===== src/rtl/scrsc_params.svh =====
`ifndef SCRSC_PARAMS_SVH
`define SCRSC_PARAMS_SVH
// register word offsets (byte addresses)
`define SCRSC_A_RUNCFG 8'h00
`define SCRSC_A_REGCTL 8'h04
`define SCRSC_A_WLOAD 8'h08
`define SCRSC_A_WCTL 8'h0c
`define SCRSC_A_WCNT 8'h10
`define SCRSC_A_CAUSE 8'h14
`define SCRSC_A_PEN 8'h18
`define SCRSC_A_STAT 8'h1c
// reset values
`define SCRSC_RUNCFG_RST 16'h17ec
`define SCRSC_WLOAD_RST 32'hffffffff
`define SCRSC_CAUSE_RST 4'h8
`define SCRSC_CAUSE_EXT_ONLY 4'h1
// field positions
`define SCRSC_CAUSE_WDOG 1
`define SCRSC_CAUSE_LDO 2
`define SCRSC_REGCTL_EN 8
`define SCRSC_REGCTL_FLAG 9
`define SCRSC_WCTL_INT 0
`define SCRSC_WCTL_RES 1
// voltage steps: code 0 is 2.25 V, code 10 is 2.75 V, 50 mV apart
`define SCRSC_VOLT_MAX 4'ha
`define SCRSC_CRYSTAL_MIN 4'h4
`define SCRSC_CRYSTAL_MAX 4'hf
`define SCRSC_PLL_DIV_MIN 4'h3
// timing
`define SCRSC_PLL_READY_TICKS 13'h1200
`define SCRSC_MCLK_NS 10
`define SCRSC_RST_HOLD_NS 80
`define SCRSC_RST_HOLD_CYC (((`SCRSC_RST_HOLD_NS)+(`SCRSC_MCLK_NS)-1)/(`SCRSC_MCLK_NS))
`define SCRSC_INT4_LAST 2'h3
`endif


===== src/rtl/scrsc_pkg.sv =====
`default_nettype none
package scrsc_pkg;
  // clock source choice
  typedef enum logic [1:0] {
    osc_main = 2'b00,
    osc_int = 2'b01,
    osc_int4 = 2'b10
  } scrsc_osc_t;
  // internal reset sequencer
  typedef enum logic [1:0] {
    rst_idle = 2'b00,
    rst_hold = 2'b01,
    rst_rel = 2'b10
  } scrsc_rst_t;
  // run-mode clock configuration word
  typedef struct packed {
    logic int_osc_dis;
    logic main_osc_dis;
    logic sleep_src;
    logic [3:0] crystal_select;
    logic [3:0] system_clock_divider;
    logic divider_use_enable;
    logic pll_pwrdn;
    logic bypass;
    logic [1:0] oscillator_select;
  } scrsc_run_cfg_t;
endpackage // scrsc_pkg
`default_nettype wire


===== src/rtl/scrsc_tick_div.sv =====
`default_nettype none
module scrsc_tick_div (
  // clock and reset
  input wire logic mclk_i,
  input wire logic rst_i,
  // input ticks and divisor minus one
  input wire logic tick_i,
  input wire logic [4:0] div_m1_i,
  // divided tick
  output logic tick_o
);
  logic [4:0] cnt_ff;
  logic [4:0] nxt_cnt;
  logic out_ff;
  logic nxt_out;

  // divisor is sampled only at wrap, so a change never cuts a period short
  always_comb
  begin
    nxt_cnt = cnt_ff;
    nxt_out = 1'b0;
    if (tick_i)
    begin
      if (cnt_ff == 5'h00)
      begin
        nxt_out = 1'b1;
        nxt_cnt = div_m1_i;
      end
      else
      begin
        nxt_cnt = cnt_ff - 5'h01;
      end
    end
  end

  always_ff @(posedge mclk_i or posedge rst_i)
  begin
    if (rst_i)
    begin
      cnt_ff <= 5'h00;
      out_ff <= 1'b0;
    end
    else
    begin
      cnt_ff <= nxt_cnt;
      out_ff <= nxt_out;
    end
  end

  assign tick_o = out_ff;
endmodule // scrsc_tick_div
`default_nettype wire


===== src/rtl/scrsc_top.sv =====
// Function
// - watchdog can interrupt at first expiry and request reset at second.
// - first expiry reloads the 32-bit counter from the reload value.
// - reset only on second zero with flag uncleared and reset enabled.
// - unserviced second expiry asserts internal reset, then releases for boot fetch.
// - regulator-fault reset off after reset; when enabled, fault sets flag and resets.
// - voltage adjust field spans 2.25 V to 2.75 V in small steps.
// - oscillator select 0 main, 1 internal, 2 internal over four.
// - internal oscillator divided by four is an extra source.
// - bypass clear feeds divider from PLL, set feeds selected oscillator.
// - system divider divides by field value plus one.
// - with PLL, codes 0 to 2 reserved; 3 gives 50 MHz, 15 default.
// - bypassed, code 0 divides by two like code 1.
// - converter clock divided from system clock down to 16.67 MHz on the PLL path; off it, converter clock equals system clock.
// - peripherals clocked from system clock, one enable per block.
// - run clock config holds sources, enables, divisors and crystal choice.
// - crystal choice limited to the enumerated crystal field values.
// - reset causes sticky across resets; external reset clears the others.
// - after PLL change wait 0x1200 main oscillator ticks before PLL use.
// - divider-use clear and no PLL gives undivided source clock.
//
// Local design decisions: the strobed register port and the placing of the registers.
`include "scrsc_params.svh"
`default_nettype none
module scrsc_top #(
  parameter logic [12:0] PLL_READY_TICKS = `SCRSC_PLL_READY_TICKS
) (
  // clock and reset
  input wire logic mclk_i,
  input wire logic rst_i,
  // register port
  input wire logic [7:0] addr_i,
  input wire logic [31:0] wdata_i,
  input wire logic wr_i,
  input wire logic rd_i,
  output logic [31:0] rdata_o,
  // source clock ticks
  input wire logic main_osc_tick_i,
  input wire logic int_osc_tick_i,
  input wire logic pll_tick_i,
  // reset sources
  input wire logic ext_rst_i,
  input wire logic ldo_unreg_i,
  // derived clock enables
  output logic sysclk_en_o,
  output logic adc_clk_en_o,
  output logic [7:0] periph_clk_en_o,
  // oscillator, pll and regulator control
  output logic pll_pwrdn_o,
  output logic main_osc_dis_o,
  output logic int_osc_dis_o,
  output logic [3:0] crystal_select_o,
  output logic [3:0] regulator_voltage_adjust_o,
  // reset and watchdog
  output logic sys_rst_o,
  output logic boot_fetch_o,
  output logic wdog_irq_o
);
  scrsc_pkg::scrsc_run_cfg_t run_cfg_ff, nxt_run_cfg, wr_cfg;
  logic [3:0] volt_ff, nxt_volt;
  logic ldo_en_ff, nxt_ldo_en, ldo_flag_ff, nxt_ldo_flag;
  logic [31:0] wload_ff, nxt_wload, wcnt_ff, nxt_wcnt;
  logic [1:0] wctl_ff, nxt_wctl;
  logic wflag_ff, nxt_wflag;
  logic [7:0] pen_ff, nxt_pen, periph_ff, nxt_periph;
  logic [3:0] cause_ff, nxt_cause;
  logic [31:0] rdata_ff, nxt_rdata;
  scrsc_pkg::scrsc_rst_t state_ff, nxt_state;
  logic [3:0] hold_ff, nxt_hold;
  logic sys_rst_ff, nxt_sys_rst, boot_ff, nxt_boot;
  logic [1:0] int4_cnt_ff, nxt_int4_cnt;
  logic int4_tick_ff, nxt_int4_tick;
  logic [12:0] pll_cnt_ff, nxt_pll_cnt;
  logic sel_pll_ff, nxt_sel_pll, sys_en_ff;
  logic pll_relock, pll_ready, src_tick, div_in, sys_tick;
  logic wdog_trip, ldo_trip, rst_start, is_idle, wl_wr, exp_now;
  logic [4:0] sys_div, adc_div;

  // system divider minus one for the active path
  function automatic logic [4:0] sys_div_m1(input logic [3:0] code, input logic use_pll,
                                            input logic use_div);
    logic [3:0] d;
    d = code;
    if (use_pll)
    begin
      if (code < `SCRSC_PLL_DIV_MIN)
        d = `SCRSC_PLL_DIV_MIN;
    end
    else if (!use_div)
      d = 4'h0;
    else if (code == 4'h0)
      d = 4'h1;
    return {1'b0, d};
  endfunction

  // converter divider minus one: PLL path is 200 MHz over code plus one,
  // so the product of both divisors must reach 12
  function automatic logic [4:0] adc_div_m1(input logic [3:0] code, input logic use_pll);
    logic [4:0] k;
    k = 5'h00;
    if (use_pll)
    begin
      if (code <= 4'h4)
        k = 5'h02;
      else if (code <= 4'ha)
        k = 5'h01;
    end
    return k;
  endfunction

  assign is_idle = (state_ff == scrsc_pkg::rst_idle);
  assign ldo_trip = ldo_en_ff && ldo_unreg_i && is_idle;
  assign rst_start = is_idle && (wdog_trip || ldo_trip || ext_rst_i);
  assign wl_wr = wr_i && (addr_i == `SCRSC_A_WLOAD);
  assign exp_now = sys_tick && wctl_ff[`SCRSC_WCTL_INT] && (wcnt_ff == 32'h0) && !wl_wr;
  assign wr_cfg = scrsc_pkg::scrsc_run_cfg_t'(wdata_i[15:0]);

  // software registers, sticky flags and cause record
  always_comb
  begin
    nxt_run_cfg = run_cfg_ff;
    nxt_volt = volt_ff;
    nxt_ldo_en = ldo_en_ff;
    nxt_ldo_flag = ldo_flag_ff;
    nxt_wload = wload_ff;
    nxt_wctl = wctl_ff;
    nxt_pen = pen_ff;
    nxt_cause = cause_ff;
    if (wr_i)
    begin
      if (addr_i == `SCRSC_A_RUNCFG)
      begin
        nxt_run_cfg = wr_cfg;
        if (wr_cfg.crystal_select < `SCRSC_CRYSTAL_MIN)
          nxt_run_cfg.crystal_select = run_cfg_ff.crystal_select;
      end
      else if (addr_i == `SCRSC_A_REGCTL)
      begin
        // out-of-range codes clamp rather than wrap to a low voltage
        nxt_volt = (wdata_i[3:0] > `SCRSC_VOLT_MAX) ? `SCRSC_VOLT_MAX : wdata_i[3:0];
        nxt_ldo_en = wdata_i[`SCRSC_REGCTL_EN];
        if (wdata_i[`SCRSC_REGCTL_FLAG])
          nxt_ldo_flag = 1'b0;
      end
      else if (addr_i == `SCRSC_A_WLOAD)
        nxt_wload = wdata_i;
      else if (addr_i == `SCRSC_A_WCTL)
        nxt_wctl = wdata_i[1:0];
      else if (addr_i == `SCRSC_A_PEN)
        nxt_pen = wdata_i[7:0];
      else if (addr_i == `SCRSC_A_CAUSE)
        nxt_cause = cause_ff & ~wdata_i[3:0];
    end
    // internal reset returns clock config, regulator enable and watchdog control to defaults; regulator flag and causes survive
    if (rst_start)
    begin
      nxt_run_cfg = `SCRSC_RUNCFG_RST;
      nxt_ldo_en = 1'b0;
      nxt_wctl = 2'h0;
    end
    if (ldo_trip)
    begin
      nxt_ldo_flag = 1'b1;
      nxt_cause[`SCRSC_CAUSE_LDO] = 1'b1;
    end
    if (wdog_trip)
      nxt_cause[`SCRSC_CAUSE_WDOG] = 1'b1;
    if (ext_rst_i)
      nxt_cause = `SCRSC_CAUSE_EXT_ONLY;
    pll_relock = (nxt_run_cfg.crystal_select != run_cfg_ff.crystal_select) ||
                 (run_cfg_ff.pll_pwrdn && !nxt_run_cfg.pll_pwrdn);
  end

  always_ff @(posedge mclk_i or posedge rst_i)
  begin
    if (rst_i)
    begin
      run_cfg_ff <= `SCRSC_RUNCFG_RST;
      volt_ff <= 4'h0;
      ldo_en_ff <= 1'b0;
      ldo_flag_ff <= 1'b0;
      wload_ff <= `SCRSC_WLOAD_RST;
      wctl_ff <= 2'h0;
      pen_ff <= 8'h00;
      cause_ff <= `SCRSC_CAUSE_RST;
    end
    else
    begin
      run_cfg_ff <= nxt_run_cfg;
      volt_ff <= nxt_volt;
      ldo_en_ff <= nxt_ldo_en;
      ldo_flag_ff <= nxt_ldo_flag;
      wload_ff <= nxt_wload;
      wctl_ff <= nxt_wctl;
      pen_ff <= nxt_pen;
      cause_ff <= nxt_cause;
    end
  end

  // watchdog counts system clock ticks; clear is placed before the set
  always_comb
  begin
    nxt_wcnt = wcnt_ff;
    nxt_wflag = wflag_ff;
    wdog_trip = 1'b0;
    if (wr_i && (addr_i == `SCRSC_A_WCNT))
      nxt_wflag = 1'b0;
    if (wl_wr)
      nxt_wcnt = wdata_i;
    else if (sys_tick && wctl_ff[`SCRSC_WCTL_INT])
    begin
      if (wcnt_ff == 32'h0)
      begin
        if (!wflag_ff)
        begin
          nxt_wflag = 1'b1;
          nxt_wcnt = wload_ff;
        end
        else if (wctl_ff[`SCRSC_WCTL_RES])
          wdog_trip = is_idle;
        else
          nxt_wcnt = wload_ff;
      end
      else
        nxt_wcnt = wcnt_ff - 32'h1;
    end
    if (rst_start)
    begin
      nxt_wflag = 1'b0;
      nxt_wcnt = `SCRSC_WLOAD_RST;
    end
  end

  always_ff @(posedge mclk_i or posedge rst_i)
  begin
    if (rst_i)
    begin
      wcnt_ff <= `SCRSC_WLOAD_RST;
      wflag_ff <= 1'b0;
    end
    else
    begin
      wcnt_ff <= nxt_wcnt;
      wflag_ff <= nxt_wflag;
    end
  end

  // internal reset sequencer: hold, then one boot-fetch cycle
  always_comb
  begin
    nxt_state = state_ff;
    nxt_hold = hold_ff;
    case (state_ff)
      scrsc_pkg::rst_idle:
        if (rst_start)
        begin
          nxt_state = scrsc_pkg::rst_hold;
          nxt_hold = 4'(`SCRSC_RST_HOLD_CYC - 1);
        end
      scrsc_pkg::rst_hold:
        if (hold_ff == 4'h0)
          nxt_state = scrsc_pkg::rst_rel;
        else
          nxt_hold = hold_ff - 4'h1;
      scrsc_pkg::rst_rel:
        nxt_state = scrsc_pkg::rst_idle;
      default:
        nxt_state = scrsc_pkg::rst_idle;
    endcase
    nxt_sys_rst = (nxt_state == scrsc_pkg::rst_hold);
    nxt_boot = (nxt_state == scrsc_pkg::rst_rel);
  end

  always_ff @(posedge mclk_i or posedge rst_i)
  begin
    if (rst_i)
    begin
      state_ff <= scrsc_pkg::rst_idle;
      hold_ff <= 4'h0;
      sys_rst_ff <= 1'b0;
      boot_ff <= 1'b0;
    end
    else
    begin
      state_ff <= nxt_state;
      hold_ff <= nxt_hold;
      sys_rst_ff <= nxt_sys_rst;
      boot_ff <= nxt_boot;
    end
  end

  // source selection, pll lock wait and path switch at divider wrap only
  always_comb
  begin
    nxt_int4_cnt = int4_cnt_ff;
    nxt_int4_tick = 1'b0;
    if (int_osc_tick_i && !run_cfg_ff.int_osc_dis)
    begin
      nxt_int4_cnt = int4_cnt_ff + 2'h1;
      nxt_int4_tick = (int4_cnt_ff == `SCRSC_INT4_LAST);
    end
    case (run_cfg_ff.oscillator_select)
      scrsc_pkg::osc_int: src_tick = int_osc_tick_i && !run_cfg_ff.int_osc_dis;
      scrsc_pkg::osc_int4: src_tick = int4_tick_ff;
      default: src_tick = main_osc_tick_i && !run_cfg_ff.main_osc_dis;
    endcase
    nxt_pll_cnt = pll_cnt_ff;
    if (pll_relock)
      nxt_pll_cnt = PLL_READY_TICKS;
    else if (main_osc_tick_i && (pll_cnt_ff != 13'h0))
      nxt_pll_cnt = pll_cnt_ff - 13'h1;
    pll_ready = (pll_cnt_ff == 13'h0) && !run_cfg_ff.pll_pwrdn;
    // the path changes only on a divider wrap to keep pulses whole
    nxt_sel_pll = sys_tick ? (!run_cfg_ff.bypass && pll_ready) : sel_pll_ff;
    div_in = sel_pll_ff ? pll_tick_i : src_tick;
    sys_div = sys_div_m1(run_cfg_ff.system_clock_divider, sel_pll_ff,
                         run_cfg_ff.divider_use_enable);
    adc_div = adc_div_m1(run_cfg_ff.system_clock_divider, sel_pll_ff);
    nxt_periph = {8{sys_tick}} & pen_ff;
  end

  always_ff @(posedge mclk_i or posedge rst_i)
  begin
    if (rst_i)
    begin
      int4_cnt_ff <= 2'h0;
      int4_tick_ff <= 1'b0;
      pll_cnt_ff <= 13'h0;
      sel_pll_ff <= 1'b0;
      sys_en_ff <= 1'b0;
      periph_ff <= 8'h00;
    end
    else
    begin
      int4_cnt_ff <= nxt_int4_cnt;
      int4_tick_ff <= nxt_int4_tick;
      pll_cnt_ff <= nxt_pll_cnt;
      sel_pll_ff <= nxt_sel_pll;
      sys_en_ff <= sys_tick;
      periph_ff <= nxt_periph;
    end
  end

  // system clock divider
  scrsc_tick_div u_sys_div (
    .mclk_i(mclk_i),
    .rst_i(rst_i),
    .tick_i(div_in),
    .div_m1_i(sys_div),
    .tick_o(sys_tick)
  );

  // converter clock divider fed by the system clock tick
  scrsc_tick_div u_adc_div (
    .mclk_i(mclk_i),
    .rst_i(rst_i),
    .tick_i(sys_tick),
    .div_m1_i(adc_div),
    .tick_o(adc_clk_en_o)
  );

  // read data valid only in the cycle after the strobe
  always_comb
  begin
    nxt_rdata = 32'h0;
    if (rd_i)
    begin
      if (addr_i == `SCRSC_A_RUNCFG)
        nxt_rdata = {16'h0, run_cfg_ff};
      else if (addr_i == `SCRSC_A_REGCTL)
        nxt_rdata = {22'h0, ldo_flag_ff, ldo_en_ff, 4'h0, volt_ff};
      else if (addr_i == `SCRSC_A_WLOAD)
        nxt_rdata = wload_ff;
      else if (addr_i == `SCRSC_A_WCTL)
        nxt_rdata = {30'h0, wctl_ff};
      else if (addr_i == `SCRSC_A_WCNT)
        nxt_rdata = wcnt_ff;
      else if (addr_i == `SCRSC_A_CAUSE)
        nxt_rdata = {28'h0, cause_ff};
      else if (addr_i == `SCRSC_A_PEN)
        nxt_rdata = {24'h0, pen_ff};
      else if (addr_i == `SCRSC_A_STAT)
        nxt_rdata = {29'h0, sel_pll_ff, pll_ready, wflag_ff};
    end
  end

  always_ff @(posedge mclk_i or posedge rst_i)
  begin
    if (rst_i)
      rdata_ff <= 32'h0;
    else
      rdata_ff <= nxt_rdata;
  end

  // outputs, all from flip-flops
  assign rdata_o = rdata_ff;
  assign sysclk_en_o = sys_en_ff;
  assign periph_clk_en_o = periph_ff;
  assign pll_pwrdn_o = run_cfg_ff.pll_pwrdn;
  assign main_osc_dis_o = run_cfg_ff.main_osc_dis;
  assign int_osc_dis_o = run_cfg_ff.int_osc_dis;
  assign crystal_select_o = run_cfg_ff.crystal_select;
  assign regulator_voltage_adjust_o = volt_ff;
  assign sys_rst_o = sys_rst_ff;
  assign boot_fetch_o = boot_ff;
  assign wdog_irq_o = wflag_ff;
endmodule // scrsc_top
`default_nettype wire


===== config.mk =====
export PLATFORM = sky130hd
export DESIGN_NAME = scrsc_top
export DESIGN_NICKNAME = d
export VERILOG_FILES = /design/src/rtl/scrsc_pkg.sv /design/src/rtl/scrsc_tick_div.sv /design/src/rtl/scrsc_top.sv
export VERILOG_INCLUDE_DIRS = /design/src /design/src/rtl
export SDC_FILE = /design/constraint.sdc
export NUM_CORES = 1
export LEC_CHECK = 0
export BUFFER_PORTS_ARGS = -buffer_cell sky130_fd_sc_hd__buf_4
export CORE_AREA = 2 2 135 137
export CTS_CLUSTER_DIAMETER = 200
export DETAILED_ROUTE_END_ITERATION = 10
export DIE_AREA = 0 0 137 139
export PLACE_DENSITY_LB_ADDON = 0.05
export SETUP_SLACK_MARGIN = 0.4
export SLEW_MARGIN = 25
export SYNTH_ARGS = -nofsm -noshare
export SYNTH_HDL_FRONTEND = slang
export SYNTH_SLANG_ARGS = --single-unit

===== constraint.sdc =====
create_clock -name mclk_i -period 5.4 [get_ports mclk_i]
set_input_delay 0.54 -clock mclk_i [delete_from_list [all_inputs] [get_ports mclk_i]]
set_output_delay 0.54 -clock mclk_i [all_outputs]
set_load 0.01 [all_outputs]

Yosys cells after proc, flatten, opt, wreduce, memory -nomap -nowiden
Cells that the tools add are included.

storage, ports and cells
  input bits = 49
  word-level logic and storage cells = 226
  bits in registers = 179

cells by class
  reductions and logical operators = 57
  order comparisons = 5
  equal/unequal tests = 36
  add/sub/neg operators = 6
  muxes and demuxes = 80
  bitwise logic cells = 7

operators with widths
  cell                   count
  $mux 32                12
  $mux 4                 16
  $mux 16                3
  $eq 8x5->1 const B     4
  $logic_not 32->1       1
  $sub 32x1->32 const B  1
  $ne 3x3->1 const B     10
  $mux 1                 29
  $mux 13                2
  $ne 2x2->1 const B     11
  $reduce_bool 2->1      11
  $reduce_and 7->1       3
  $mux 2                 10
  $eq 8x4->1 const B     2
  $mux 8                 2
  $reduce_bool 3->1      5
  $logic_not 13->1       1
  $reduce_bool 13->1     1
  $sub 13x1->13 const B  1
  $logic_and 1x1->1      12
  $logic_not 5->1        2
  $mux 5                 2
  $sub 5x1->5 const B    2
  $reduce_and 3->1       3
  29 further kinds       45

Logic depth before layout (Yosys ltp)
Gate-level depths: netlist (run 1).

  depth in word-level cells = 14
  gate-level depth with buffers = 10

Cells and area by module
From an unflattened synthesis (run 1), not the netlist that was laid out.

second synthesis, totals
  cell total of the unflattened synthesis = 967
  area total of the unflattened synthesis = 9424.0 um2

by module, submodules not included
  module          times used  sequential area each (um2)  cells an instance  area each (um2)
  scrsc_top       1           4271.6                      903                8748.4
  scrsc_tick_div  2           150.1                       32                 337.8

Least setup slack after synthesis (run 1)
OpenSTA, ideal clock, no wires.

  path kind = register to register
  start = reg wcnt_ff[0]
  end = reg pll_cnt_ff[9]
  setup slack = 2.839 ns
  period minus slack after synthesis = 2.561 ns
  stages on the path, launching flop included = 9
  arrival = 2.423 ns
  cells stage by stage = dfstp_2 inv_1 ha_1 or4b_2 nor4_2 and4_1 nor2_2 o211a_1 or4b_1

on the way
  word-level cells in the longest chain between the ends = 12
  elaborated cells on any way between the ends = 14
  classes of those cells = eq/ne: 1; mux: 5; reduce/logical: 8

RTL lines
  what                                                 RTL line          source
  from (decl)                                          scrsc_top.sv:62   logic [31:0] wload_ff, nxt_wload, wcnt_ff, nxt_wcnt;
  from (signal assigned)                               scrsc_top.sv:238  wcnt_ff <= `SCRSC_WLOAD_RST;
  from (signal assigned)                               scrsc_top.sv:243  wcnt_ff <= nxt_wcnt;
  $logic_not 32->1 *                                   scrsc_top.sv:212  if (wcnt_ff == 32'h0)
  $mux 1 *                                             scrsc_top.sv:212
  $mux 1 *                                             scrsc_top.sv:210  else if (sys_tick && wctl_ff[`SCRSC_WCTL_INT])
  $mux 1 *                                             scrsc_top.sv:208  if (wl_wr)
  $logic_or 1x1->1 * (2 in a row)                      scrsc_top.sv:113  assign rst_start = is_idle && (wdog_trip || ldo_trip || ext_rst_i);
  $logic_and 1x1->1 *                                  scrsc_top.sv:113
  $mux 16 *                                            scrsc_top.sv:155  if (rst_start)
  branches (longest 2 deep; another with $ne 4x4->1)   n/a
  $logic_or 1x1->1 *                                   scrsc_top.sv:170  pll_relock = (nxt_run_cfg.crystal_select != run_cfg_ff.crystal_select) ||
  $mux 13 / $reduce_bool 2->1 (equally long branches)  n/a
  to (signal assigned)                                 scrsc_top.sv:337  pll_cnt_ff <= nxt_pll_cnt;
  to (decl)                                            scrsc_top.sv:73   logic [12:0] pll_cnt_ff, nxt_pll_cnt;

Every way passes the cells marked *.
A chain may end at the register's enable or synchronous reset.

Worst setup path after layout (run 1)
Ends and elaborated chain as after synthesis.

==> flow_metrics.py, run 1 <==
metrics = {
    "cells_and_area": {
        "layout-drive-gt1-share": 0.2505,
        "fin_area_mm2": 0.01069,
        "fillers": 1562,
        "most-common-layout-cells": "nand2_1, buf_4, dfrtp_1",
        "nets": 1084,
        "final_core_utilization": 0.6053,
        "multiInputGateArea_mm2": 0.004232,
        "seq_area_mm2": 0.004572,
        "syn2layout_area_growth_pct": 17.03,
        "mostFrequentLayoutCell": "nand2_1",
        "n_antenna_cell": 0,
    },
    "logic_synthesis": {
        "synthAdderAreaFrac": 0.01370,
        "synth_area_mm2": 0.009133,
        "synth_area_leader_cell": "dfrtp_1",
        "synthMuxAreaShare": 0.04288,
        "netlist_instances": 949,
        "synth-seq-cells": 179,
        "synth_cell_types": 68,
        "syn_nets": 1008,
        "synthArstFlopShare": 1.000,
        "synth_edf_count": 0,
        "synth_xor_area_frac": 0.04028,
        "synthFlopType": "dfrtp_1",
        "seq_area_frac_synth": 0.5006,
        "synth_compound_area_frac": 0.1448,
        "synth.avg_cell_area_um2": 9.623,
        "synth_top_area_frac": 0.2877,
        "synth_simple_gate_area_frac": 0.2202,
        "synthTopCellsByArea": "dfrtp_1, dfstp_2, nand2_1",
        "synth_top_family_by_area": "simple AND/OR/NAND/NOR gates",
        "yosys_warnings": 0,
    },
    "power_and_ir_drop": {
        "power.leakage_nw": 4.739,
        "ir_drop_mv": 0.1830,
        "power.density_mw_per_mm2": 327.8,
    },
    "drt": {
        "detail-route-antenna-nets": 0,
        "drt-total-wl_um": 24180,
        "wl_per_cell_um": 19.08,
        "drt-initial-drc-count": 528,
        "vias_per_cell": 5.899,
        "first_pass_iters": 5,
        "vias": 7474,
        "drc_errors": 0,
    },
    "clock_tree": {
        "ctsRootBufferMaster": "clkbuf_16",
        "cts-buffers-inserted": 17,
        "cts_tree": "built",
        "cts_resized": 0,
        "cts_hold_buf": 0,
        "path_clk_slew_ps": 70,
        "cts_num_sinks": 179,
        "cts_buffer_depth": 2,
        "insertion_delay_ps": 430,
        "ctsHtreeMaxLevel": 4,
        "postCtsSetupRepairBufs": 0,
    },
    "sta": {
        "rsz0062_at_grt": "no",
        "finalMaxSlewViolations": 0,
        "slew_headroom": 0.3356,
        "fin_skew_ps": 11.42,
        "period_needed_ps": 3252,
        "fin_tns_setup_ps": 0,
        "hold_viol_final": 0,
        "setup_viol": 0,
        "fin_crit_sh": 0.6022,
        "worst_pin_slew_ps": 996.6,
        "max_freq_mhz": 307.5,
    },
    "floorplan": {
        "io_pins": 105,
        "die-area_mm2": 0.01904,
        "core-area_mm2": 0.01766,
        "die_x_um": 137,
        "rows": 49,
        "die-height_um": 139,
        "initial_core_util": 0.5172,
    },
    "worst_hold_path": {
        "hold_path.class": "in -> async",
    },
    "job": {
        "cap_viol_max_count": 0,
    },
    "global_route": {
        "grt_use_total": 0.2570,
        "grt_max_degree": 180,
        "antenna_found_initial": 0,
        "grt.met3_usage": 0.05044,
        "grt_busiest_layer": "met2",
        "gr-usage-met1": 0.3636,
        "grt_pass1_wl_um": 38670,
        "grt_pass1_vias": 7192,
        "overflow": 0,
        "use_met2": 0.4038,
    },
    "worst_setup_path": {
        "start_kind": "flip-flop",
        "max_stage_delay_ps": 600,
        "worst-setup-path-type": "reg -> reg",
        "crit_required_ps": 5700,
        "path_cells": "inv_1 -> ha_1 -> or4b_2 -> nor4_2 -> nand4_1 -> nand2_1 -> buf_4 -> o31ai_1 -> buf_4 -> or4b_1",
        "crit_fanout": 20,
        "arrival_ps": 3550,
        "endpoint_kind": "flip-flop",
        "critPathMostFrequentCell": "buf_4",
        "critPathSlowestCell": "or4b_2",
    },
    "status": {
        "status": "finished clean",
    },
    "placed_design": {
        "place_congestion": 0.8771,
        "placed_cell_area_mm2": 0.01004,
        "post-dp-hpwl_um": 15950,
        "numPortBuffers": 104,
    },
}
## layer usage
metal  up-vias  routed length [µm]
met5         -                   0
met4         0                 469
met3        27                1258
met2       215               11540
met1      3692               10910
li1       3540                   -
## cells by family after synthesis
kind of cell	Yosys count
AND/OR/NAND/NOR	412
AO/OA/AOI/OAI	191
flip-flops	179
buffers and inverters	79
XOR/XNOR	42
multiplexers	36
adder cells (fa/ha/maj)	10
## final timing paths
kind / startpoint / end / slack (ps) / cells past startpoint
worst max-delay path: wcnt_ff[0] / pll_cnt_ff[9] / 2150 / 10
worst min-delay path: rst_i / pen_ff[7] / 190 / 3
worst max register to register: wcnt_ff[0] / pll_cnt_ff[9] / 2150 / 10
worst min register to register: u_sys_div.cnt_ff[4] / u_sys_div.tick_o / 460 / 1
max in group asynchronous: rst_i / cause_ff[3] / 4350 / 4
min in group mclk_i: wdata_i[30] / wload_ff[30] / 310 / 3
## Yosys cell counts (3+ instances only)
cell / n
nand2_1: 180
dfrtp_1: 105
dfstp_2: 74
nor2_1: 51
o21ai_0: 48
clkbuf_1: 42
nor3_1: 39
a21oi_1: 33
xnor2_1: 29
a22oi_1: 25
nand3_1: 25
and2_1: 20
inv_1: 20
mux2i_1: 20
nor4_1: 19
or3_1: 17
mux2_2: 15
o22a_1: 15
o221ai_1: 13
xor2_1: 13
ha_1: 10
a21o_1: 8
buf_2: 7
nand2b_1: 7
or4_1: 7
a222oi_1: 6
nor2b_1: 6
a2bb2oi_1: 5
and3_1: 5
nand3b_1: 5
nand4_1: 5
nand4b_1: 5
o22ai_1: 5
o32a_1: 5
buf_4: 4
nor4_2: 4
a211oi_1: 3
a31oi_1: 3
buf_1: 3
buf_6: 3
or2_2: 3
## final cells by class
cell class,count,area share
sequential,179,0.4278
multi-input combinational,691,0.3959
timing repair buffer,116,0.08452
clock buffer,17,0.03980
tap,229,0.02681
clock inverter,15,0.01779
inverter,20,0.007375
## critical path: cells and delay by family, from the launching register on
family	cells	cell delay, ps
buffers and inverters	3	620
adder cells (fa/ha/maj)	1	180
AO/OA/AOI/OAI	1	130
flip-flops	1	410
AND/OR/NAND/NOR	5	1780
## per-stage QoR
step | hold slack [ps] | setup slack (ps) | power, mW | std cells
global placement | 453.5 | 2127 | 2.199 | 1234
global route | 215.8 | 1961 | 3.673 | 1267
CTS | 298.7 | 2192 | 3.525 | 1266
finish | 187.9 | 2148 | 3.503 | 1267
floorplan | 432.4 | 2626 | 2.025 | 949
detailed placement | 453.5 | 2023 | 2.213 | 1234
## sequential cells by signal (all words and copies together) (netlist names), 4 cells and up
name / flops
cause_ff: 4
regulator_voltage_adjust_o: 4
u_sys_div.cnt_ff: 5
pen_ff: 8
crystal_select_o: 4
wcnt_ff: 32
run_cfg_ff: 9
u_adc_div.cnt_ff: 5
periph_clk_en_o: 8
rdata_o: 32
pll_cnt_ff: 13
wload_ff: 32
hold_ff: 4
## report_power, final
group          switching, mW  total [mW]  internal [mW]  leakage [nW]
registers              0.133        1.63           1.50          2.18
logic                  0.317       0.564          0.247          2.26
clock network          0.565        1.31          0.742         0.299
Power figures use the tool's default switching activity.
==> run 2: changes to the inputs <==
--- a/config.mk
+++ b/config.mk
@@ -6,11 +6,12 @@
 export SDC_FILE = /design/constraint.sdc
 export NUM_CORES = 1
 export LEC_CHECK = 0
+export ABC_AREA = 1
 export BUFFER_PORTS_ARGS = -buffer_cell sky130_fd_sc_hd__buf_4
-export CORE_AREA = 2 2 135 137
+export CORE_AREA = 2 2 129 131
 export CTS_CLUSTER_DIAMETER = 200
 export DETAILED_ROUTE_END_ITERATION = 10
-export DIE_AREA = 0 0 137 139
+export DIE_AREA = 0 0 131 133
 export PLACE_DENSITY_LB_ADDON = 0.05
 export SETUP_SLACK_MARGIN = 0.4
 export SLEW_MARGIN = 25
==> constraint.sdc (replaced) <==
create_clock -name mclk_i -period 3.23 [get_ports mclk_i]
set_input_delay 0.323 -clock mclk_i [delete_from_list [all_inputs] [get_ports mclk_i]]
set_output_delay 0.323 -clock mclk_i [all_outputs]
set_load 0.01 [all_outputs]
==> run 2 against run 1 <==
Clock-buffer cell count rose by 2. Worst setup slack worse by 1500 ps. Critical path type unchanged. Core utilization is 7.7 points higher. Worst hold slack worse by 130 ps. Design area up 3.2%. First-iteration DRC count is 44% higher. Highest routed layer unchanged. Final cell count up 20%. Wire length up 4.6%. Combinational power rose to 2.7 times the previous value. Power up 90%. Via count is 12% higher. Largest power group unchanged.
==> flow_metrics.py, run 2 <==
metrics = {
    "global_route": {
        "grt_pass1_vias": 7923,
        "grt_max_degree": 91,
        "antenna_found_initial": 0,
        "grt_use_total": 0.3000,
        "overflow": 0,
        "grt_pass1_wl_um": 40730,
    },
    "sta": {
        "max_freq_mhz": 391.0,
        "period_needed_ps": 2558,
        "fin_skew_ps": 10.23,
        "setup_viol": 0,
        "finalMaxSlewViolations": 0,
        "rsz0062_at_grt": "no",
        "fin_crit_sh": 0.7918,
        "hold_viol_final": 0,
        "worst_pin_slew_ps": 819.0,
        "slew_headroom": 0.4540,
        "fin_tns_setup_ps": 0,
    },
    "clock_tree": {
        "postCtsSetupRepairBufs": 0,
        "insertion_delay_ps": 440,
        "cts_buffer_depth": 2,
        "cts_num_sinks": 179,
        "ctsRootBufferMaster": "clkbuf_16",
        "path_clk_slew_ps": 70,
        "cts_tree": "built",
        "ctsHtreeMaxLevel": 4,
        "cts-buffers-inserted": 17,
    },
    "cells_and_area": {
        "mostFrequentLayoutCell": "nand2_1",
        "syn2layout_area_growth_pct": 17.73,
        "final_core_utilization": 0.6819,
        "fillers": 1394,
        "most-common-layout-cells": "nand2_1, inv_1, nor2_1",
        "fin_area_mm2": 0.01103,
        "layout-drive-gt1-share": 0.2040,
        "final_cells": 1519,
        "n_antenna_cell": 0,
        "nets": 1345,
    },
    "logic_synthesis": {
        "yosys-top-cells-count": "nand2_1, inv_1, nor2_1, o21ai_0, dfrtp_1",
        "synthTopCellsByArea": "dfrtp_1, dfstp_2, nand2_1",
        "synthArstFlopShare": 1.000,
        "synth-seq-cells": 179,
        "yosysMostFrequentCell": "nand2_1",
        "synth.avg_cell_area_um2": 7.878,
        "synth_top_area_frac": 0.2805,
        "seq_area_frac_synth": 0.4881,
        "synth_edf_count": 0,
        "yosys_warnings": 0,
        "synth_area_mm2": 0.009366,
        "synthFlopType": "dfrtp_1",
        "synth_area_leader_cell": "dfrtp_1",
        "syn_nets": 1248,
        "netlist_instances": 1189,
        "synth_cell_types": 44,
    },
    "job": {
        "cap_viol_max_count": 0,
    },
    "floorplan": {
        "rows": 47,
        "io_pins": 105,
        "die-area_mm2": 0.01742,
        "core-area_mm2": 0.01617,
        "die-height_um": 133,
        "die_x_um": 131,
        "initial_core_util": 0.5792,
    },
    "worst_setup_path": {
        "endpoint_kind": "flip-flop",
        "arrival_ps": 2920,
        "start_kind": "flip-flop",
        "crit_fanout": 24,
        "crit_required_ps": 3590,
        "r2r_cells": 18,
        "worst-setup-path-type": "reg -> reg",
    },
    "power_and_ir_drop": {
        "power.density_mw_per_mm2": 603.6,
        "p_int_mw": 4.541,
        "ir_drop_mv": 0.4659,
        "p_comb_frac": 0.232,
        "swShare": 0.3177,
        "power.leakage_nw": 5.363,
        "p_switching_mw": 2.115,
        "p_seq_frac": 0.426,
        "power_frac_clock": 0.342,
        "power_mw": 6.656,
    },
    "drt": {
        "drt-total-wl_um": 25280,
        "detail-route-antenna-nets": 0,
        "vias_per_cell": 5.510,
        "wl_per_cell_um": 16.64,
        "drt-initial-drc-count": 760,
        "vias": 8369,
        "drc_errors": 0,
        "first_pass_iters": 5,
    },
    "placed_design": {
        "placed_cell_area_mm2": 0.01036,
        "post-dp-hpwl_um": 18260,
        "numPortBuffers": 104,
        "place_congestion": 0.9277,
        "place_inst": 1486,
    },
    "worst_hold_path": {
        "worstHoldPathCells": 2,
        "hold_path.class": "in -> reg",
    },
    "status": {
        "status": "finished clean",
    },
}
==> run 2: final timing paths <==
kind                             start             endpoint  slack, ps
min reg2reg                cause_ff[3]          cause_ff[3]        460
min in group asynchronous        rst_i     u_sys_div.tick_o        500
min                          ext_rst_i          cause_ff[1]         60
max                         wcnt_ff[0]       pll_cnt_ff[11]        670
max in group asynchronous        rst_i  crystal_select_o[0]       1900
max reg2reg                 wcnt_ff[0]       pll_cnt_ff[11]        670
==> run 2: power groups by stage <==
| stage | Sequential, mW | Clock [mW] | Combinational [mW] |
|---|---|---|---|
| global placement | 2.86 | 0 | 1.49 |
| floorplan | 2.82 | 0 | 1.16 |
| detailed placement | 2.86 | 0 | 1.52 |
| CTS | 2.83 | 2.30 | 1.54 |
| finish | 2.83 | 2.28 | 1.54 |
| global route | 2.88 | 2.41 | 1.77 |
==> run 2: final cells by class <==
type,count,area [µm²],share of cell area
flip-flops and latches,179,4572,0.4146
well taps,220,275.3,0.02496
clock buffers,19,452.9,0.04108
clock inverters,13,195.2,0.01770
multi-input cells,812,4006,0.3633
inverters,154,581.8,0.05276
repair buffers,122,943.4,0.08556
==> run 2: routing by layer <==
layer / global-route usage / vias up / wire [µm]
met1: 0.4318 / 3955 / 11320
met3: 0.06389 / 57 / 1664
met2: 0.4609 / 311 / 11770
met5: 0 / - / 0
met4: 0.08274 / 0 / 528
li1: - / 4046 / -
==> run 2: metrics by stage <==
step	hold WS, ps	worst slack [ps]
2_1_floorplan	348.7	672.8
3_3_place_gp	394.5	323.3
3_5_place_dp	388.3	207.7
4_1_cts	54.47	495.1
5_1_grt	53.32	445.7
6_report	62.77	672.4
==> run 2: repair_timing <==
item | in CTS | in global routing
hold buffers | 1 | 0
resized for setup | 1 | 1
endpoints found under the setup margin | 22 | 12
endpoints found under the hold margin | 19 | 0
==> run 2: cells by family (layout without fill, tap and decap cells) <==
group,Yosys count,after routing,share of synthesized area
AO/OA/AOI/OAI,277,277,0.1636
XOR/XNOR,30,30,0.02805
adder cells (fa/ha/maj),10,10,0.01336
buffers and inverters,198,308,0.08496
flip-flops,179,179,0.4881
multiplexers,1,1,0.001202
AND/OR/NAND/NOR,494,494,0.2207
==> run 2: critical path: stages (launching register included) <==
cell and delay, ps:
dfstp_2 520, inv_1 100, ha_1 220, inv_1 70, nor2_1 40, nand2_1 50, nor2_1 40, nand2_1 90
nor2_4 70, nand3_2 60, nand2_2 60, nand2_4 70, buf_4 300, nand2_1 120, nand2_1 80, nand2_1 60
nor2_2 160, nand2_2 220, nor2_1 140
==> run 3: changes to the inputs <==
--- a/config.mk
+++ b/config.mk
@@ -6,12 +6,12 @@
 export SDC_FILE = /design/constraint.sdc
 export NUM_CORES = 1
 export LEC_CHECK = 0
-export ABC_AREA = 1
+export ABC_AREA = 0
 export BUFFER_PORTS_ARGS = -buffer_cell sky130_fd_sc_hd__buf_4
-export CORE_AREA = 2 2 129 131
+export CORE_AREA = 2 2 135 137
 export CTS_CLUSTER_DIAMETER = 200
 export DETAILED_ROUTE_END_ITERATION = 10
-export DIE_AREA = 0 0 131 133
+export DIE_AREA = 0 0 137 139
 export PLACE_DENSITY_LB_ADDON = 0.05
 export SETUP_SLACK_MARGIN = 0.4
 export SLEW_MARGIN = 25
==> constraint.sdc (replaced) <==
create_clock -name mclk_i -period 2.1 [get_ports mclk_i]
set_input_delay 0.21 -clock mclk_i [delete_from_list [all_inputs] [get_ports mclk_i]]
set_output_delay 0.21 -clock mclk_i [all_outputs]
set_load 0.01 [all_outputs]
==> run 3 against run 2 <==
The run now ends with setup timing left. Power rose by 44%. Critical path depth fell by 9. Global-route usage fell by 0.95 points. Combinational power rose by 51%. Non-clock buffer count rose by 157. Register-to-register slack got worse by 1000 ps. Sequential share of layout area fell by 5.5 points. Fmax rose by 4.6%. Sequential power rose by 47%. Worst setup slack got worse by 1000 ps. Final cell count fell by 5.8%. Core utilization rose by 3.7 points. Critical path type unchanged. Largest power group unchanged. Highest routed layer unchanged.
==> flow_metrics.py, run 3 (synthesis results as in run 1) <==
metrics = {
    "status": {
        "status": "finished, violations left",
        "violations": "setup timing",
    },
    "floorplan": {
        "die_x_um": 137,
        "die-area_mm2": 0.01904,
        "io_pins": 105,
        "initial_core_util": 0.5172,
        "core-area_mm2": 0.01766,
        "die-height_um": 139,
        "rows": 49,
    },
    "drt": {
        "first_pass_iters": 7,
        "wl_per_cell_um": 19.05,
        "drc_errors": 0,
        "vias_per_cell": 5.839,
        "drt-initial-drc-count": 572,
        "vias": 8355,
        "drt-total-wl_um": 27260,
        "detail-route-antenna-nets": 0,
    },
    "global_route": {
        "grt_pass1_wl_um": 43130,
        "grt_use_total": 0.2905,
        "grt_pass1_vias": 8316,
        "overflow": 0,
        "antenna_found_initial": 0,
        "grt_max_degree": 92,
    },
    "sta": {
        "worst_pin_slew_ps": 525.8,
        "fin_skew_ps": 7.378,
        "worst_slack_ps": -344.1,
        "finalMaxSlewViolations": 0,
        "slew_headroom": 0.6495,
        "max_freq_mhz": 409.2,
        "period_needed_ps": 2444,
        "hold_viol_final": 0,
        "setup_viol": 56,
        "rsz0062_at_grt": "yes",
        "fin_crit_sh": 1.164,
    },
    "power_and_ir_drop": {
        "power.leakage_nw": 5.749,
        "power.density_mw_per_mm2": 756.8,
        "ir_drop_mv": 0.6031,
    },
    "worst_setup_path": {
        "crit-reg2reg-capture": "wcnt_ff[22]",
        "worstReg2RegStart": "wcnt_ff[10]",
        "start_kind": "flip-flop",
        "r2r_cells": 9,
        "arrival_ps": 2800,
        "max_stage_delay_ps": 560,
        "worst-setup-path-type": "reg -> reg",
        "regToRegSetupSlack_ps": -340,
        "path_cells": "or4_4 -> buf_4 -> nor4_4 -> nand4_4 -> buf_6 -> buf_12 -> or3_1 -> o221ai_1 -> a2bb2oi_2",
        "critPathTopFamily": "simple AND/OR/NAND/NOR gates",
        "crit_buf_inv": 3,
        "crit_required_ps": 2450,
        "endpoint_kind": "flip-flop",
        "critPathSlowestCell": "or4_4",
        "crit_fanout": 13,
    },
    "worst_hold_path": {
        "worstHoldPathCells": 3,
        "hold_start": "wdata_i[4]",
        "hold_path.class": "in -> reg",
        "hold_end": "wload_ff[4]",
    },
    "clock_tree": {
        "cts_num_sinks": 179,
        "cts_tree": "built",
        "path_clk_slew_ps": 70,
        "insertion_delay_ps": 430,
        "cts_buffer_depth": 2,
        "ctsRootBufferMaster": "clkbuf_16",
        "ctsHtreeMaxLevel": 4,
        "cts-buffers-inserted": 17,
    },
    "job": {
        "cap_viol_max_count": 0,
    },
    "cells_and_area": {
        "syn2layout_area_growth_pct": 39.07,
        "final_core_utilization": 0.7193,
        "fin_area_mm2": 0.01270,
        "nets": 1248,
        "layout-drive-gt1-share": 0.3977,
        "most-common-layout-cells": "buf_4, nand2_1, dfrtp_1",
        "mostFrequentLayoutCell": "buf_4",
        "n_antenna_cell": 0,
    },
    "placed_design": {
        "place_congestion": 0.8929,
        "post-dp-hpwl_um": 18300,
        "numPortBuffers": 104,
        "placed_cell_area_mm2": 0.01124,
    },
}
[run 3: worst register-to-register path, stage by stage (launching register included)]
cell and delay, ps:
dfstp_2 370, or4_4 570, buf_4 170, nor4_4 210, nand4_4 200, buf_6 210, buf_12 150, or3_1 300
o221ai_1 120, a2bb2oi_2 90
[run 3: where the power goes]
| part | switching, mW | internal, mW |
|---|---|---|
| clock network | 1.39 | 1.73 |
| logic | 1.17 | 1.16 |
| registers | 0.305 | 3.85 |
| total | 2.86 | 6.75 |
[run 3: layer usage]
metal  vias up  part of all wire  GRT usage
met5         -                 0          0
met4         0             0.023     0.1020
met3        42             0.056    0.05117
met2       297              0.50     0.4737
met1      4131              0.42     0.3894
li1       3885                 -          -
[run 3: what timing repair did]
item,4_1_cts,5_1_grt
pin swaps,14,16
buffers inserted,10,13
endpoints found under the setup margin,79,81
cloned,1,4
endpoints found under the hold margin,122,0
resized for setup,39,60
hold buffers,17,0
[run 3: through the flow]
step | instances | worst slack [ps] | hold slack [ps] | TNS, ps | total power [mW]
6_report | 1431 | -344.1 | 18.95 | -13810 | 9.612
2_1_floorplan | 949 | -391.3 | 258.5 | -44110 | 5.263
3_3_place_gp | 1354 | -495.3 | 381.4 | -15940 | 5.924
5_1_grt | 1431 | -403.8 | 6.166 | -17490 | 10.06
3_5_place_dp | 1354 | -558.9 | 378.8 | -20240 | 5.964
4_1_cts | 1414 | -383.8 | 0.1893 | -14010 | 9.296
[run 3: final cells by class]
class	count	area, µm²
inverters	20	78.83
multi-input cells	692	4745
repair buffers	279	2446
fillers	1369	4956
clock inverters	11	102.6
flip-flops and latches	179	4572
clock buffers	21	470.5
well taps	229	286.5
[run 3: worst max path at each step]
stage | from | slack [ps] | to | cells past startpoint
final | wcnt_ff[10] | -340 | wcnt_ff[22] | 9
after global routing | wcnt_ff[24] | -400 | pll_cnt_ff[12] | 8
after CTS | wcnt_ff[26] | -380 | pll_cnt_ff[9] | 7
after detailed placement | wcnt_ff[0] | -560 | pll_cnt_ff[9] | 8
after global placement | wcnt_ff[0] | -500 | pll_cnt_ff[9] | 8
after floorplan | wcnt_ff[0] | -390 | pll_cnt_ff[9] | 8
